**src/rtl/pixel_port_cfg.svh**
```systemverilog
// Offsets, field positions, reset values and timing counts of the pixel port
`ifndef PIXEL_PORT_CFG_SVH
`define PIXEL_PORT_CFG_SVH

`define PP_CLK_PERIOD_NS   100
`define PP_PIXELS_PER_LOAD 8
`define PP_PIXEL_BITS      24
`define PP_INDEX_BITS      3

`define PP_OFF_CTRL        12'h000
`define PP_OFF_STATUS      12'h004
`define PP_OFF_IRQ_STATUS  12'h008
`define PP_OFF_IRQ_MASK    12'h00C

`define PP_CTRL_BLANK_INV  0
`define PP_CTRL_SYNC_INV   1
`define PP_CTRL_SYNC_BLUE  2
`define PP_CTRL_SYNC_GREEN 3
`define PP_CTRL_SYNC_RED   4
`define PP_CTRL_SYNC_OUT   5
`define PP_CTRL_RELEASE    6
`define PP_CTRL_WIDTH      7
`define PP_CTRL_RESET      7'h00

`define PP_EV_MONITOR      0
`define PP_EV_VSYNC        1
`define PP_EV_LOAD         2
`define PP_EV_WIDTH        3
`define PP_EV_RESET        3'h0

`endif

```
**src/rtl/pixel_port_pkg.sv**
```systemverilog
// Types shared by the pixel port files
package pixel_port_pkg;
	// One channel as handed to its converter
	typedef struct packed {
		logic [7:0] code;
		logic       blank;
		logic       sync;
	} channel_drive_t;

	// Controls captured with each load
	typedef struct packed {
		logic hsync;
		logic vsync;
		logic composite_sync_in;
		logic blank;
	} pixel_ctrl_t;

	// Drive for the complementary outputs
	typedef struct packed {
		logic blank;
		logic sync;
	} inverted_drive_t;
endpackage

```
**src/rtl/pixel_store.sv**
```systemverilog
// Eight-entry pixel store written a whole load at a time, registered read
`timescale 1ns/100ps
module pixel_store #(
	parameter int PIXELS = 8,
	parameter int WIDTH  = 24,
	parameter int ABITS  = 3
) (
	input  wire logic                    hclk,
	input  wire logic                    hresetn,
	input  wire logic                    write_all,
	input  wire logic [PIXELS*WIDTH-1:0] word_in,
	input  wire logic [ABITS-1:0]        read_index,
	output logic      [WIDTH-1:0]        read_data
);
	logic [WIDTH-1:0] mem [PIXELS];

	// Whole word lands in one cycle
	genvar g;
	generate
		for (g = 0; g < PIXELS; g++) begin : g_slot
			always_ff @(posedge hclk or negedge hresetn) begin
				if (!hresetn) begin
					mem[g] <= '0;
				end else if (write_all) begin
					mem[g] <= word_in[g*WIDTH +: WIDTH];
				end
			end
		end
	endgenerate

	// Read port registered so the converter sees a clean word
	always_ff @(posedge hclk or negedge hresetn) begin
		if (!hresetn) begin
			read_data <= '0;
		end else begin
			read_data <= mem[read_index];
		end
	end
endmodule

```
**src/rtl/pixel_port.sv**
```systemverilog
// Pixel port: load capture, 8:1 serialiser, sync/blank encoding, sense pin
//
// What this block does
// - 192-bit word holds eight 24-bit pixels
// - Capture colour on load input rising edge
// - Load output is pixel clock over eight
// - Syncs and blank captured with colour
// - Blank forces blanking, sync forces sync level
// - Per-channel enable puts sync on channel
// - All three channel enables low: no sync on any channel
// - Two enables put blank/sync on inverted
// - Sense high when any output above threshold
// - Sense aligned to presented pixel
// - Sense pin may carry delayed sync
// - Pixels split into three 8-bit converters
// - Enables map blue, green, red
// - Select bit swaps sense for pipelined sync
// - Release rising edge restarts pixel sequence
// - With release set, load output rises three clocks after load input
`timescale 1ns/100ps
`include "pixel_port_cfg.svh"
module pixel_port #(
	parameter int PIXELS = `PP_PIXELS_PER_LOAD,
	parameter int WIDTH  = `PP_PIXEL_BITS
) (
	input  wire logic                         hclk,
	input  wire logic                         hresetn,
	input  wire logic                         hsel,
	input  wire logic [31:0]                  haddr,
	input  wire logic [1:0]                   htrans,
	input  wire logic                         hwrite,
	input  wire logic [2:0]                   hsize,
	input  wire logic [31:0]                  hwdata,
	input  wire logic                         hready,
	output logic      [31:0]                  hrdata,
	output logic                              hreadyout,
	output logic                              hresp,
	output logic                              irq,
	input  wire logic                         pixel_load_clock_in,
	input  wire logic [PIXELS*WIDTH-1:0]      pixel_word_in,
	input  wire pixel_port_pkg::pixel_ctrl_t  pixel_ctrl_in,
	input  wire logic [2:0]                   comparator_above,
	output logic                              pixel_load_clock_out,
	output pixel_port_pkg::channel_drive_t    red_current_out,
	output pixel_port_pkg::channel_drive_t    green_current_out,
	output pixel_port_pkg::channel_drive_t    blue_current_out,
	output pixel_port_pkg::inverted_drive_t   inverted_drive,
	output logic                              monitor_detect_or_sync_out
);
	import pixel_port_pkg::*;

	localparam int IB = `PP_INDEX_BITS;

	logic [`PP_CTRL_WIDTH-1:0] ctrl;
	logic [`PP_EV_WIDTH-1:0]   irq_status;
	logic [`PP_EV_WIDTH-1:0]   irq_mask;
	logic                      rd_pending;
	logic                      wr_pending;
	logic [11:0]               wr_addr;
	logic                      load_s1, load_s2, load_s3;
	logic [PIXELS*WIDTH-1:0]   word_s1, word_s2;
	pixel_ctrl_t               pctl_s1, pctl_s2, pctl_held, pctl_pipe;
	logic [2:0]                cmp_s1, cmp_s2;
	logic                      load_rise;
	logic                      release_q;
	logic                      restart;
	logic [IB-1:0]             pix_idx;
	logic [WIDTH-1:0]          pixel_now;
	logic                      monitor_absent;
	logic                      monitor_q;
	logic                      vsync_q;
	logic [`PP_EV_WIDTH-1:0]   events;

	// Register index decode, used by read only; writes compare wr_addr directly
	function automatic logic [1:0] reg_sel(input logic [11:0] a);
		case (a)
			`PP_OFF_CTRL:       reg_sel = 2'h0;
			`PP_OFF_STATUS:     reg_sel = 2'h1;
			`PP_OFF_IRQ_STATUS: reg_sel = 2'h2;
			default:            reg_sel = 2'h3;
		endcase
	endfunction

	function automatic logic is_mapped(input logic [11:0] a);
		is_mapped = (a == `PP_OFF_CTRL) || (a == `PP_OFF_STATUS) ||
			(a == `PP_OFF_IRQ_STATUS) || (a == `PP_OFF_IRQ_MASK);
	endfunction

	// Zero-wait slave, always OKAY
	assign hreadyout = 1'b1;
	assign hresp     = 1'b0;

	// Address phase capture; read data registered here
	always_ff @(posedge hclk or negedge hresetn) begin
		if (!hresetn) begin
			rd_pending <= 1'b0;
			wr_pending <= 1'b0;
			wr_addr    <= 12'h000;
			hrdata     <= 32'h00000000;
		end else begin
			rd_pending <= 1'b0;
			wr_pending <= 1'b0;
			if (hsel && htrans[1] && hready) begin
				wr_pending <= hwrite;
				rd_pending <= !hwrite;
				wr_addr    <= haddr[11:0];
				hrdata     <= 32'h00000000;
				if (!hwrite && is_mapped(haddr[11:0])) begin
					case (reg_sel(haddr[11:0]))
						2'h0:    hrdata <= {25'h0, ctrl};
						2'h1:    hrdata <= {28'h0000000, pctl_held.hsync,
							pctl_held.vsync, pix_idx == 3'h0, monitor_absent};
						2'h2:    hrdata <= {29'h0, irq_status};
						default: hrdata <= {29'h0, irq_mask};
					endcase
				end
			end
		end
	end

	// Control and mask written in data phase
	always_ff @(posedge hclk or negedge hresetn) begin
		if (!hresetn) begin
			ctrl     <= `PP_CTRL_RESET;
			irq_mask <= `PP_EV_RESET;
		end else if (wr_pending) begin
			if (wr_addr == `PP_OFF_CTRL) begin
				ctrl <= hwdata[`PP_CTRL_WIDTH-1:0];
			end
			if (wr_addr == `PP_OFF_IRQ_MASK) begin
				irq_mask <= hwdata[`PP_EV_WIDTH-1:0];
			end
		end
	end

	// Sticky events, read clears, a new event wins
	always_ff @(posedge hclk or negedge hresetn) begin
		if (!hresetn) begin
			irq_status <= `PP_EV_RESET;
		end else begin
			if (hsel && htrans[1] && hready && !hwrite &&
				haddr[11:0] == `PP_OFF_IRQ_STATUS) begin
				irq_status <= events;
			end else begin
				irq_status <= irq_status | events;
			end
		end
	end

	assign irq = |(irq_status & irq_mask);

	// Pins cross two flops before any logic looks at them
	always_ff @(posedge hclk or negedge hresetn) begin
		if (!hresetn) begin
			load_s1 <= 1'b0;
			load_s2 <= 1'b0;
			load_s3 <= 1'b0;
			word_s1 <= '0;
			word_s2 <= '0;
			pctl_s1 <= '0;
			pctl_s2 <= '0;
			cmp_s1  <= 3'h0;
			cmp_s2  <= 3'h0;
		end else begin
			load_s1 <= pixel_load_clock_in;
			load_s2 <= load_s1;
			load_s3 <= load_s2;
			word_s1 <= pixel_word_in;
			word_s2 <= word_s1;
			pctl_s1 <= pixel_ctrl_in;
			pctl_s2 <= pctl_s1;
			cmp_s1  <= comparator_above;
			cmp_s2  <= cmp_s1;
		end
	end

	assign load_rise = load_s2 && !load_s3;

	always_ff @(posedge hclk or negedge hresetn) begin
		if (!hresetn) begin
			pctl_held <= '0;
		end else if (load_rise) begin
			pctl_held <= pctl_s2;
		end
	end

	// release edge restarts; realign on load edge while release is set
	assign restart = (ctrl[`PP_CTRL_RELEASE] && !release_q) ||
		(ctrl[`PP_CTRL_RELEASE] && load_rise);

	// one pixel per clock, first first
	always_ff @(posedge hclk or negedge hresetn) begin
		if (!hresetn) begin
			release_q <= 1'b0;
			pix_idx   <= 3'h0;
		end else begin
			release_q <= ctrl[`PP_CTRL_RELEASE];
			if (restart) begin
				pix_idx <= 3'h0;
			end else begin
				pix_idx <= pix_idx + 3'h1;
			end
		end
	end

	// divide by eight, high for first half
	assign pixel_load_clock_out = !pix_idx[2];

	// whole wide word stored per load
	pixel_store #(
		.PIXELS (PIXELS),
		.WIDTH  (WIDTH),
		.ABITS  (IB)
	) u_store (
		.hclk       (hclk),
		.hresetn    (hresetn),
		.write_all  (load_rise),
		.word_in    (word_s2),
		.read_index (pix_idx),
		.read_data  (pixel_now)
	);

	// Controls delayed to match the store's read register
	always_ff @(posedge hclk or negedge hresetn) begin
		if (!hresetn) begin
			pctl_pipe <= '0;
		end else begin
			pctl_pipe <= pctl_held;
		end
	end

	// split into three 8-bit channels; blank zeroes code
	always_ff @(posedge hclk or negedge hresetn) begin
		if (!hresetn) begin
			red_current_out   <= '0;
			green_current_out <= '0;
			blue_current_out  <= '0;
			inverted_drive    <= '0;
		end else begin
			red_current_out.code   <= pctl_pipe.blank ? 8'h00 : pixel_now[23:16];
			green_current_out.code <= pctl_pipe.blank ? 8'h00 : pixel_now[15:8];
			blue_current_out.code  <= pctl_pipe.blank ? 8'h00 : pixel_now[7:0];
			red_current_out.blank   <= pctl_pipe.blank;
			green_current_out.blank <= pctl_pipe.blank;
			blue_current_out.blank  <= pctl_pipe.blank;
			blue_current_out.sync  <= pctl_pipe.composite_sync_in && ctrl[`PP_CTRL_SYNC_BLUE];
			green_current_out.sync <= pctl_pipe.composite_sync_in && ctrl[`PP_CTRL_SYNC_GREEN];
			red_current_out.sync   <= pctl_pipe.composite_sync_in && ctrl[`PP_CTRL_SYNC_RED];
			inverted_drive.blank <= pctl_pipe.blank && ctrl[`PP_CTRL_BLANK_INV];
			inverted_drive.sync  <= pctl_pipe.composite_sync_in && ctrl[`PP_CTRL_SYNC_INV];
		end
	end

	assign monitor_absent = |cmp_s2;

	// sense or pipelined sync, registered with pixel
	always_ff @(posedge hclk or negedge hresetn) begin
		if (!hresetn) begin
			monitor_detect_or_sync_out <= 1'b0;
		end else if (ctrl[`PP_CTRL_SYNC_OUT]) begin
			monitor_detect_or_sync_out <= pctl_pipe.composite_sync_in;
		end else begin
			monitor_detect_or_sync_out <= monitor_absent;
		end
	end

	// Event edges for the interrupt register
	always_ff @(posedge hclk or negedge hresetn) begin
		if (!hresetn) begin
			monitor_q <= 1'b0;
			vsync_q   <= 1'b0;
		end else begin
			monitor_q <= monitor_absent;
			vsync_q   <= pctl_held.vsync;
		end
	end

	assign events = {load_rise, pctl_held.vsync && !vsync_q, monitor_absent && !monitor_q};

	property p_capture;
		@(posedge hclk) disable iff (!hresetn)
		load_rise |=> pctl_held == $past(pctl_s2);
	endproperty
	a_capture: assert property (p_capture) else $error("controls not captured");

	property p_divide;
		@(posedge hclk) disable iff (!hresetn)
		(pix_idx == 3'h3 && !restart) |=> $fell(pixel_load_clock_out);
	endproperty
	a_divide: assert property (p_divide) else $error("load out not divided by 8");

	property p_blank;
		@(posedge hclk) disable iff (!hresetn)
		pctl_pipe.blank |=> red_current_out.code == 8'h00 && blue_current_out.blank;
	endproperty
	a_blank: assert property (p_blank) else $error("blank not forced");

	property p_no_sync;
		@(posedge hclk) disable iff (!hresetn)
		ctrl[4:2] == 3'h0 |=> !red_current_out.sync && !green_current_out.sync &&
			!blue_current_out.sync;
	endproperty
	a_no_sync: assert property (p_no_sync) else $error("sync leaked");

	property p_sense;
		@(posedge hclk) disable iff (!hresetn)
		(!ctrl[`PP_CTRL_SYNC_OUT] && cmp_s2 != 3'h0) |=> monitor_detect_or_sync_out;
	endproperty
	a_sense: assert property (p_sense) else $error("sense missing");

	property p_sync_out;
		@(posedge hclk) disable iff (!hresetn)
		ctrl[`PP_CTRL_SYNC_OUT] |=> monitor_detect_or_sync_out == $past(pctl_pipe.composite_sync_in);
	endproperty
	a_sync_out: assert property (p_sync_out) else $error("sync out wrong");

	property p_restart;
		@(posedge hclk) disable iff (!hresetn)
		$rose(ctrl[`PP_CTRL_RELEASE]) |=> pix_idx == 3'h0 ##1 (pix_idx == 3'h1 || $past(restart));
	endproperty
	a_restart: assert property (p_restart) else $error("sequence not restarted");

	property p_order;
		@(posedge hclk) disable iff (!hresetn)
		!restart |=> pix_idx == $past(pix_idx) + 3'h1;
	endproperty
	a_order: assert property (p_order) else $error("pixel order broken");
endmodule

```
**config.mk**
```make
export PLATFORM = sky130hd
export DESIGN_NAME = pixel_port
export DESIGN_NICKNAME = d
export VERILOG_FILES = /design/src/rtl/pixel_port_pkg.sv /design/src/rtl/pixel_store.sv /design/src/rtl/pixel_port.sv
export VERILOG_INCLUDE_DIRS = /design/src /design/src/rtl
export SDC_FILE = /design/constraint.sdc
export NUM_CORES = 1
export LEC_CHECK = 0
export BUFFER_PORTS_ARGS = -buffer_cell sky130_fd_sc_hd__buf_2
export CORE_MARGIN = 5
export CORE_UTILIZATION = 50
export CTS_BUF_LIST = sky130_fd_sc_hd__clkbuf_4 sky130_fd_sc_hd__clkbuf_8 sky130_fd_sc_hd__clkbuf_16
export DETAILED_ROUTE_END_ITERATION = 7
export GPL_TIMING_DRIVEN = 0
export PLACE_DENSITY = 0.74
export RECOVER_POWER = 50
export SLEW_MARGIN = 25
export SYNTH_ARGS = -nofsm -noshare
export SYNTH_HDL_FRONTEND = slang
export SYNTH_SLANG_ARGS = --single-unit
export TNS_END_PERCENT = 100
```
**constraint.sdc**
```tcl
create_clock -name hclk -period 1.6 [get_ports hclk]
set_input_delay 0.32 -clock hclk [delete_from_list [all_inputs] [get_ports hclk]]
set_output_delay 0.32 -clock hclk [all_outputs]
set_load 0.01 [all_outputs]
```
* Word-level counts from Yosys, hierarchy flattened
Index checks and enable logic that the tools add are counted. W data, S select, Z words.
Word-level totals: flip-flop bits (word level) 718, bits of input ports 274, output and inout bits 69, logic and storage cells 109
Cells by class: add/sub/neg operators 1, order comparisons 1, eq/ne operators 6, multiplexer cells 15, bitwise gates (word level) 3, reduce and logical (&&, ||, !) cells 33
Operators with widths (count):
- $bmux W24 S3 | 1
- $mux W24 | 2
- $eq A12 B4 Y1 const B | 3
- $mux W32 | 1
- $logic_not A12 Y1 | 2
- $mux W8 | 3
- $pmux W7 S3 | 1
- $logic_and A1 B1 Y1 | 15
- $eq A12 B3 Y1 const B | 1
- $logic_not A1 Y1 | 6
- $mux W3 | 2
- $pmux W2 S3 | 1
- $reduce_or A3 Y1 | 2
- $ge A4 B4 Y1 const B | 1
- $logic_or A1 B1 Y1 | 4
- $mux W2 | 2
- $not A3 Y4 | 1
- $reduce_and A2 Y1 | 2
- $add A3 B1 Y3 const B | 1
- $and A3 B3 Y3 | 1
- $logic_not A3 Y1 | 1
- $or A3 B3 Y3 | 1
- $eq A2 B1 Y1 const B | 1
- $eq A2 B2 Y1 const B | 1
- other kinds (2) | 3

* Logic depth before layout (Yosys ltp)
Gate-level depths: netlist of run 1.
depth in word-level cells 10, gate-level depth with buffers 7

* Cells and area by module
Synthesis of run 1 repeated with hierarchy kept, for this count alone.
Unflattened totals: cells, all modules 1155, area total of the unflattened synthesis 22330.2 um^2
Modules (own cells, without submodules):
- pixel_port | instances 1, cells each 641, area an instance 13152.6 um^2, sequential area each 11936.4 um^2
- pixel_store | instances 1, cells each 514, area an instance 9177.6 um^2, sequential area each 5405.2 um^2

* Worst setup path before layout of run 1
OpenSTA, ideal clock, no wires.
path type register -> register, start register pix_idx[1], end register hrdata[1], data arrival time 1363 ps, required time 1467 ps, slack 103 ps, stages on the path, launching flop included 8, path buffers 2, cell sequence dfrtp_1 buf_2 buf_2 inv_1 ha_1 a32o_1 nand2_1 a32oi_1
On the way: cells in the longest elaborated chain, start to end 3
Ends and longest elaborated chain:
- from (decl) | RTL line pixel_port.sv:67 | logic [IB-1:0] pix_idx;
- from (signal assigned) | RTL line pixel_port.sv:201 | pix_idx <= pix_idx + 3'h1;
- $logic_not A3 Y1 | RTL line pixel_port.sv:112 | pctl_held.vsync, pix_idx == 3'h0, monitor_absent};
- $pmux W7 S3 | RTL line pixel_port.sv:109 | case (reg_sel(haddr[11:0]))
- $mux W32 | RTL line pixel_port.sv:108 | if (!hwrite && is_mapped(haddr[11:0])) begin
- to (signal assigned) | RTL line pixel_port.sv:110 | 2'h0: hrdata <= {25'h0, ctrl};
- to (signal assigned) | RTL line pixel_port.sv:111 | 2'h1: hrdata <= {28'h0000000, pctl_held.hsync,
- to (signal assigned) | RTL line pixel_port.sv:113 | 2'h2: hrdata <= {29'h0, irq_status};
- to (decl) | RTL line pixel_port.sv:35 | output logic [31:0] hrdata,
No other way between the ends. A chain may end at the register's enable or synchronous reset.

* Worst setup path after layout of run 1
start register irq_status[2], end output irq
On the way: cells in the longest elaborated chain, start to end 2
Ends and longest elaborated chain:
- from (decl) | RTL line pixel_port.sv:55 | logic [`PP_EV_WIDTH-1:0] irq_status;
- from (signal assigned) | RTL line pixel_port.sv:139 | irq_status <= `PP_EV_RESET;
- from (signal assigned) | RTL line pixel_port.sv:143 | irq_status <= events;
- from (signal assigned) | RTL line pixel_port.sv:145 | irq_status <= irq_status | events;
- $and A3 B3 Y3 | RTL line pixel_port.sv:150 | assign irq = |(irq_status & irq_mask);
- $reduce_or A3 Y1 | RTL line pixel_port.sv:150
- to (decl) | RTL line pixel_port.sv:38 | output logic irq,
No other way between the ends.

==> results of run 1 <==
## per-layer routing
metal  share of wire [%]  track usage, %  up-vias
li1                    -               -     5265
met1                  40            28.0     6326
met2                  51            36.4      383
met3                 5.6            4.69      101
met4                 3.4            8.05        2
met5               0.024               0        -
## layout by cell type (no fill, tap or decap), types with 4 or more instances in the layout
cell           Yosys  layout
clkinv_2           0       8
buf_2             19     213
dlygate4sd3_1      0     216
clkbuf_4           0      11
buf_8              0       9
clkbuf_2           0       4
mux2_4             0       6
mux2_2           219     213
bufinv_16          0       7
and2_1             7       5
conb_1             2      27
buf_16             0       8
dfrtp_1          693     691
inv_1              6       6
mux4_2            30      45
nor2_1             9       9
inv_6              0       4
nand2_1           77      73
o21ai_0            4       4
buf_6              7       7
buf_4             42      41
clkbuf_16          0      80
buf_12             0      18
clkbuf_8           0      18
nand2_2            1       5
clkbuf_1           3      57
a22o_1             5       5
nor2b_1           27      26
## power by group through the flow
stage | clock (W) | combinational (W) | sequential [W]
finish | 0.0166 | 0.00659 | 0.0203
global route | 0.0177 | 0.00711 | 0.0205
CTS | 0.0168 | 0.00610 | 0.0203
detailed placement | 0 | 0.00539 | 0.0205
global placement | 0 | 0.00522 | 0.0205
floorplan | 0 | 0.00306 | 0.0203
## how the worst max path moves through the flow
stage	start	to	slack, ns	cells after the start
after floorplan	pix_idx[1]$_DFF_PN0_	hrdata[1]$_DFFE_PN0P_	0.10	7
after global placement	hresetn	word_s1[27]$_DFF_PN0_	-13.29	1
after detailed placement	pix_idx[1]$_DFF_PN0_	hrdata[1]$_DFFE_PN0P_	-0.51	7
after CTS	irq_status[2]$_DFF_PN0_	irq	-0.31	3
after global routing	irq_status[2]$_DFF_PN0_	irq	-0.37	3
final	irq_status[2]$_DFF_PN0_	irq	-0.33	3
## flip-flops by register name, indices dropped and copies added (netlist names), 3 cells and up
| register | count |
|---|---|
| irq_status | 3 |
| hrdata | 7 |
| pctl_held | 4 |
| word_s2 | 192 |
| pctl_s2 | 4 |
| ctrl | 7 |
| u_store.read_data | 24 |
| red_current_out | 9 |
| wr_addr | 12 |
| pctl_s1 | 4 |
| cmp_s2 | 3 |
| word_s1 | 192 |
| green_current_out | 9 |
| blue_current_out | 10 |
| irq_mask | 3 |
| cmp_s1 | 3 |
| pix_idx | 3 |
| u_store.mem | 192 |
## cell families (layout without fill, tap and decap cells)
group | after synthesis | in the layout | synth area share (%)
AOI/OAI and AO/OA | 20 | 20 | 0.682
other | 2 | 29 | 0.0336
adders and majority gates | 2 | 2 | 0.112
xor gates and xnor gates | 1 | 1 | 0.0392
and+or+nand+nor | 137 | 137 | 2.95
buffers and inverters | 80 | 713 | 2.39
DFF | 693 | 693 | 77.5
muxes | 270 | 270 | 16.3
## critical path, delay by kind of cell, from the launching register on
family	cells	cell delay (ns)
buffers and inverters	2	0.25
flip-flops	1	0.38
AO/OA/AOI/OAI	1	0.41
## repair_timing
item / in CTS / in global routing
hold buffers: 217 / 0
setup buffers: 3 / 12
cloned: 0 / 12
pin swaps: 1 / 11
endpoints found under the setup margin: 207 / 311
resized for setup: 56 / 68
hold endpoints to repair: 264 / 0
## stage by stage
| step | area, sq um | setup TNS, ns | hold slack [ns] | total power, W |
|---|---|---|---|---|
| floorplan | 22500 | 0 | 0.0244 | 0.0234 |
| global placement | 24500 | -9151.07 | 0.333 | 0.0257 |
| detailed placement | 24800 | -38.34 | 0.240 | 0.0259 |
| CTS | 29400 | -0.512 | 0.0119 | 0.0432 |
| global route | 29900 | -53.59 | 0.0243 | 0.0453 |
| finish | 29900 | -1.98 | 0.0522 | 0.0435 |
## layout make-up
class,instances,area (sq um)
sequential,693,17300
fill,2815,14300
multi-input combinational,457,4590
timing repair buffer,516,4070
clock buffer,94,2030
buffer,73,808
tap,592,741
clock inverter,23,318
inverter,7,38.8
antenna,2,5.00
==> key figures, run 1 <==
Status
  – Status: complete, but fails checks
  – Violated checks: negative setup slack

Timing
  – Period utilization: 120%
  – Final hold vios: 0
  – Final WS setup: -0.326 ns
  – Worst relative slew slack: 28.9%
  – Final setup fails: 74
  – Max Freq: 519 MHz
  – RSZ-0062 raised after global routing: true
  – Layout Skew: 0.0155 ns
  – Fin. max-slew vios: 0
  – Crit path time final: 1.93 ns
  – Slew @ Worst Pin: 1.07 ns

GRT
  – Total GRT Usage: 21.6%
  – Largest net degree at the start of global routing: 102
  – Overflow after GRT: 0
  – Initial antenna violation count: 4
  – Vias in the first global route: 13700
  – First-pass GRT wire length: 81.0 mm

Floorplan
  – Initial Utilization: 50.6%
  – # IOs: 343
  – Cell Rows: 77
  – Die width: 222 um
  – Chip height: 222 um
  – Die Area: 49100 sq um
  – Core area: 44200 sq um

Min path
  – Worst Hold Class: in -> reg
  – WHS Endpoint: wr_addr[9]$_DFFE_PN0P_
  – Worst hold start: haddr[9]
  – Hold Path Cell Cnt: 2

Pwr
  – Pint: 0.0329 W
  – Pwr dens: 1450 nW/um^2
  – Clk pwr share: 38.1%
  – Max IR drop VDD: 0.927 mV
  – Combinational power share: 15.1%
  – Leak Pwr: 13.6 nW
  – Net Sw Power: 0.0106 W
  – Sw Ratio: 24.4%
  – Reg power frac: 46.7%

Synth
  – Most used DFF post-synth: dfrtp_1
  – Post-Synthesis Cells: 1205
  – Synth area leader: dfrtp_1
  – Area contributors post-synth: dfrtp_1 78%, mux2_2 11%, mux4_2 3.0%
  – Synth warnings: 0
  – Number of synthesized flops with an enable pin: 0
  – Post-synth ARST share: 100%
  – Number of synthesized register bits: 693
  – Seq/Total Area, Yosys: 77.5%
  – Synth cell count leaders: 693 x dfrtp_1, 219 x mux2_2, 77 x nand2_1, 42 x buf_4, 30 x mux4_2
  – Mean Syn Cell Area: 18.6 sq um
  – Synth unique cells: 42
  – Synthesized area: 22400 sq um
  – Most common cell in the netlist: dfrtp_1
  – Top cell type's share of synthesized area: 77.5%

Placed design
  – Pre-CTS setup slack: -0.512 ns
  – Detail Placement HPWL: 31.2 mm
  – IO Port Bufs: 264
  – Placer congestion estimate: 0.821
  – Placed Cells: 2094

Job
  – Maxcap violations: 0

Routing
  – Vias/cell: 4.92
  – Drt total wl: 53.5 mm
  – Number of DRC markers in iteration 0: 745
  – Drt pass-1 iters: 5
  – Detailed-route via count: 12100
  – Antenna Nets Post-Route: 0
  – WL/cell: 21.8 um
  – Post-route DRC: 0

Clock network
  – CTS tree: yes
  – Sink Count: 693
  – Worst-Skew Late Latency: 0.58 ns
  – Reg clk slew, reported paths: 0.06 ns
  – H-tree depth: 3
  – Num CTS Buffers: 67
  – Bufs on Longest Clock Path: 3
  – Clock root buffer master: clkbuf_16

Worst setup path
  – Crit-path cells: a222oi_1 > inv_1 > buf_2
  – CP max stage cell: a222oi_1
  – CP Launch Type: flop
  – CP Data Arrival Time: 1.61 ns
  – CP Class: reg -> out
  – Slowest stage delay, CP: 0.41 ns
  – Critical Path RT: 1.28 ns
  – R2r setup slk: -0.02 ns
  – Worst-path maximum fanout: 2
  – R2R cell count: 6
  – Crit end category: primary output
  – RR Endpoint: u_store.read_data[4]$_DFF_PN0_
  – FF-to-FF Start: pix_idx[0]$_DFF_PN0_

Finish
  – Share of layout cells above drive strength 1: 38.2%
  – Area grow syn2layout: 33.8%
  – Layout net count: 2091
  – Finished Core Util: 67.7%
  – Fin cells: 2457
Note: power is estimated with default switching activity, not from simulation.
==> run 2: changes to the inputs <==
--- a/config.mk
+++ b/config.mk
@@ -8,11 +8,11 @@
 export LEC_CHECK = 0
 export BUFFER_PORTS_ARGS = -buffer_cell sky130_fd_sc_hd__buf_2
 export CORE_MARGIN = 5
-export CORE_UTILIZATION = 50
+export CORE_UTILIZATION = 56
 export CTS_BUF_LIST = sky130_fd_sc_hd__clkbuf_4 sky130_fd_sc_hd__clkbuf_8 sky130_fd_sc_hd__clkbuf_16
 export DETAILED_ROUTE_END_ITERATION = 7
 export GPL_TIMING_DRIVEN = 0
-export PLACE_DENSITY = 0.74
+export PLACE_DENSITY = 0.79
 export RECOVER_POWER = 50
 export SLEW_MARGIN = 25
 export SYNTH_ARGS = -nofsm -noshare
==> constraint.sdc (replaced) <==
create_clock -name hclk -period 1.95 [get_ports hclk]
set_input_delay 0.39 -clock hclk [delete_from_list [all_inputs] [get_ports hclk]]
set_output_delay 0.39 -clock hclk [all_outputs]
set_load 0.01 [all_outputs]
==> key figures, run 2 (synthesis gave the netlist of run 1 again) <==
Status
  – Status: complete, but fails checks (unchanged)
  – Violated checks: negative hold slack (was negative setup slack)

Finish
  – Share of layout cells above drive strength 1: 35.3% (was 38.2%)
  – Diode count: 0 (was 2)
  – Fin area: 28900 sq um (was 29900 sq um)
  – Fin cells: 2345 (was 2457)
  – Commonest non-fill, non-tap cell in the layout: dfrtp_1 (unchanged)
  – Largest regs: u_store.mem x192, word_s1 x192, word_s2 x192 (unchanged)
  – Most frequent cells in the layout: 693 x dfrtp_1, 219 x mux2_2, 208 x buf_2 (was 691 x dfrtp_1, 216 x dlygate4sd3_1, 213 x buf_2, 213 x mux2_2, 80 x clkbuf_16)
  – Area grow syn2layout: 29.1% (was 33.8%)
  – Layout net count: 2047 (was 2091)

GRT
  – Largest net degree at the start of global routing: 92 (was 102)
  – Overflow after GRT: 0 (unchanged)
  – First-pass GRT wire length: 84.9 mm (was 81.0 mm)
  – Total GRT Usage: 25.9% (was 21.6%)
  – Initial antenna violation count: 0 (was 4)
  – Vias in the first global route: 14100 (was 13700)

Clock network
  – Bufs on Longest Clock Path: 3 (unchanged)
  – Sink Count: 693 (unchanged)
  – # hold bufs at CTS: 200 (was 217)
  – Num CTS Buffers: 67 (unchanged)
  – Reg clk slew, reported paths: 0.06 ns (about the same)
  – CTS tree: yes (unchanged)
  – Clock root buffer master: clkbuf_16 (unchanged)
  – H-tree depth: 3 (unchanged)
  – Worst-Skew Late Latency: 0.58 ns (about the same)

Worst setup path
  – CP Launch Type: flop (unchanged)
  – Crit end category: primary output (unchanged)
  – Critical Path RT: 1.56 ns (was 1.28 ns)
  – CP Class: reg -> out (unchanged)
  – CP Data Arrival Time: 1.56 ns (was 1.61 ns)
  – Worst-path maximum fanout: 3 (was 2)

Routing
  – Antenna Nets Post-Route: 0 (unchanged)
  – Drt pass-1 iters: 5 (unchanged)
  – Detailed-route via count: 12100 (about the same)
  – Drt total wl: 55.2 mm (was 53.5 mm)
  – WL/cell: 23.5 um (was 21.8 um)
  – Number of DRC markers in iteration 0: 908 (was 745)
  – Post-route DRC: 0 (unchanged)
  – Vias/cell: 5.14 (was 4.92)

Timing
  – Worst relative slew slack: 45.5% (was 28.9%)
  – Final setup TNS: 0 ns (was -1.98 ns)
  – Period utilization: 99.8%
  – Crit path time final: 1.95 ns
  – Layout Skew: 0.0203 ns (was 0.0155 ns)
  – Slew @ Worst Pin: 0.818 ns (was 1.07 ns)
  – WHS: -0.215 ns (was 0.0522 ns)
  – Final setup fails: 0 (was 74)
  – Max Freq: 514 MHz
  – RSZ-0062 raised after global routing: true (unchanged)
  – Fin. max-slew vios: 0 (unchanged)
  – Final hold vios: 68 (was 0)

Placed design
  – Placed Cells: 2027 (was 2094)
  – Placed Area: 24700 sq um (was 24800 sq um)
  – IO Port Bufs: 264 (unchanged)
  – Placer congestion estimate: 0.839 (was 0.821)
  – Detail Placement HPWL: 31.1 mm (was 31.2 mm)

Floorplan
  – Core area: 39600 sq um (was 44200 sq um)
  – Initial Utilization: 56.4% (was 50.6%)
  – Cell Rows: 73 (was 77)
  – Die Area: 44100 sq um (was 49100 sq um)
  – Chip height: 210 um (was 222 um)
  – # IOs: 343 (unchanged)
  – Die width: 210 um (was 222 um)

Pwr
  – Pwr dens: 1210 nW/um^2 (was 1450 nW/um^2)
  – Leak Pwr: 13.2 nW (was 13.6 nW)
  – Total power after layout: 0.0350 W (was 0.0435 W)
  – Max IR drop VDD: 0.895 mV (was 0.927 mV)

Min path
  – Worst Hold Class: in -> async (was in -> reg)

Job
  – Maxcap violations: 0 (unchanged)
## run 2: cell count changes in the layout (fill, tap and decap cells not counted), sizes merged
cell | previous run | this run
clkinv | 11 | 12
dlygate4sd3 | 216 | 200
buf | 297 | 272
diode | 2 | 0
clkbuf | 170 | 168
bufinv | 7 | 6
inv | 10 | 9
clkinvlp | 2 | 3
## run 2: repair_timing
| item | in CTS | in global routing |
|---|---|---|
| hold endpoints to repair | 268 | 68 |
| gates cloned | 0 | 0 |
| gates resized for setup | 3 | 3 |
| endpoints found under the setup margin | 2 | 3 |
| setup buffers | 0 | 1 |
| pin swaps | 0 | 0 |
## run 2: final timing paths
kind                                         start                        endpoint  slack, ns  cells past startpoint
min in group hclk                        hwdata[5]             ctrl[5]$_DFFE_PN0P_       0.06                      2
min reg2reg                 word_s1[156]$_DFF_PN0_          word_s2[156]$_DFF_PN0_       0.34                      0
max                        irq_status[2]$_DFF_PN0_                             irq      0.004                      3
max in group asynchronous                  hresetn           word_s1[57]$_DFF_PN0_       0.32                      4
max reg2reg                   pix_idx[1]$_DFF_PN0_  u_store.read_data[6]$_DFF_PN0_       0.12                      4
min                                        hresetn          word_s2[184]$_DFF_PN0_      -0.21                      1
## run 2: cell type report
type / count / area [sq um]
sequential: 693 / 17300
inverter: 7 / 33.8
multi-input combinational: 457 / 4590
fill: 2273 / 10800
clock inverter: 23 / 284
buffer: 72 / 510
timing repair buffer: 473 / 3440
tap: 525 / 657
clock buffer: 95 / 2020
## run 2: routing by layer
layer / vias to the layer above / share of wire (%) / global-route usage [%]
li1: 5191 / - / -
met1: 6327 / 37 / 31.9
met2: 424 / 54 / 45.7
met3: 110 / 5.4 / 5.13
met4: 0 / 3.6 / 9.74
met5: - / 0 / 0
## run 2: where the power goes
part           switching (W)  internal, W
registers           0.000776       0.0159
logic                0.00248      0.00230
clock network        0.00546      0.00804
total                0.00872       0.0263
## run 2: worst max-delay path, cell delays in order (launching register included)
cell and delay (ns):
dfrtp_1 0.40, a222oi_1 0.34, inv_1 0.08, buf_2 0.16
## run 2: per-stage QoR
stage / setup WS, ns / utilization [%]
after global routing: -0.0332 / 72.8
after floorplan: 0.453 / -
after CTS: 0.0235 / 73.1
after detailed placement: -0.115 / 62.3
final: 0.00441 / 72.8
after global placement: -12.88 / 61.7
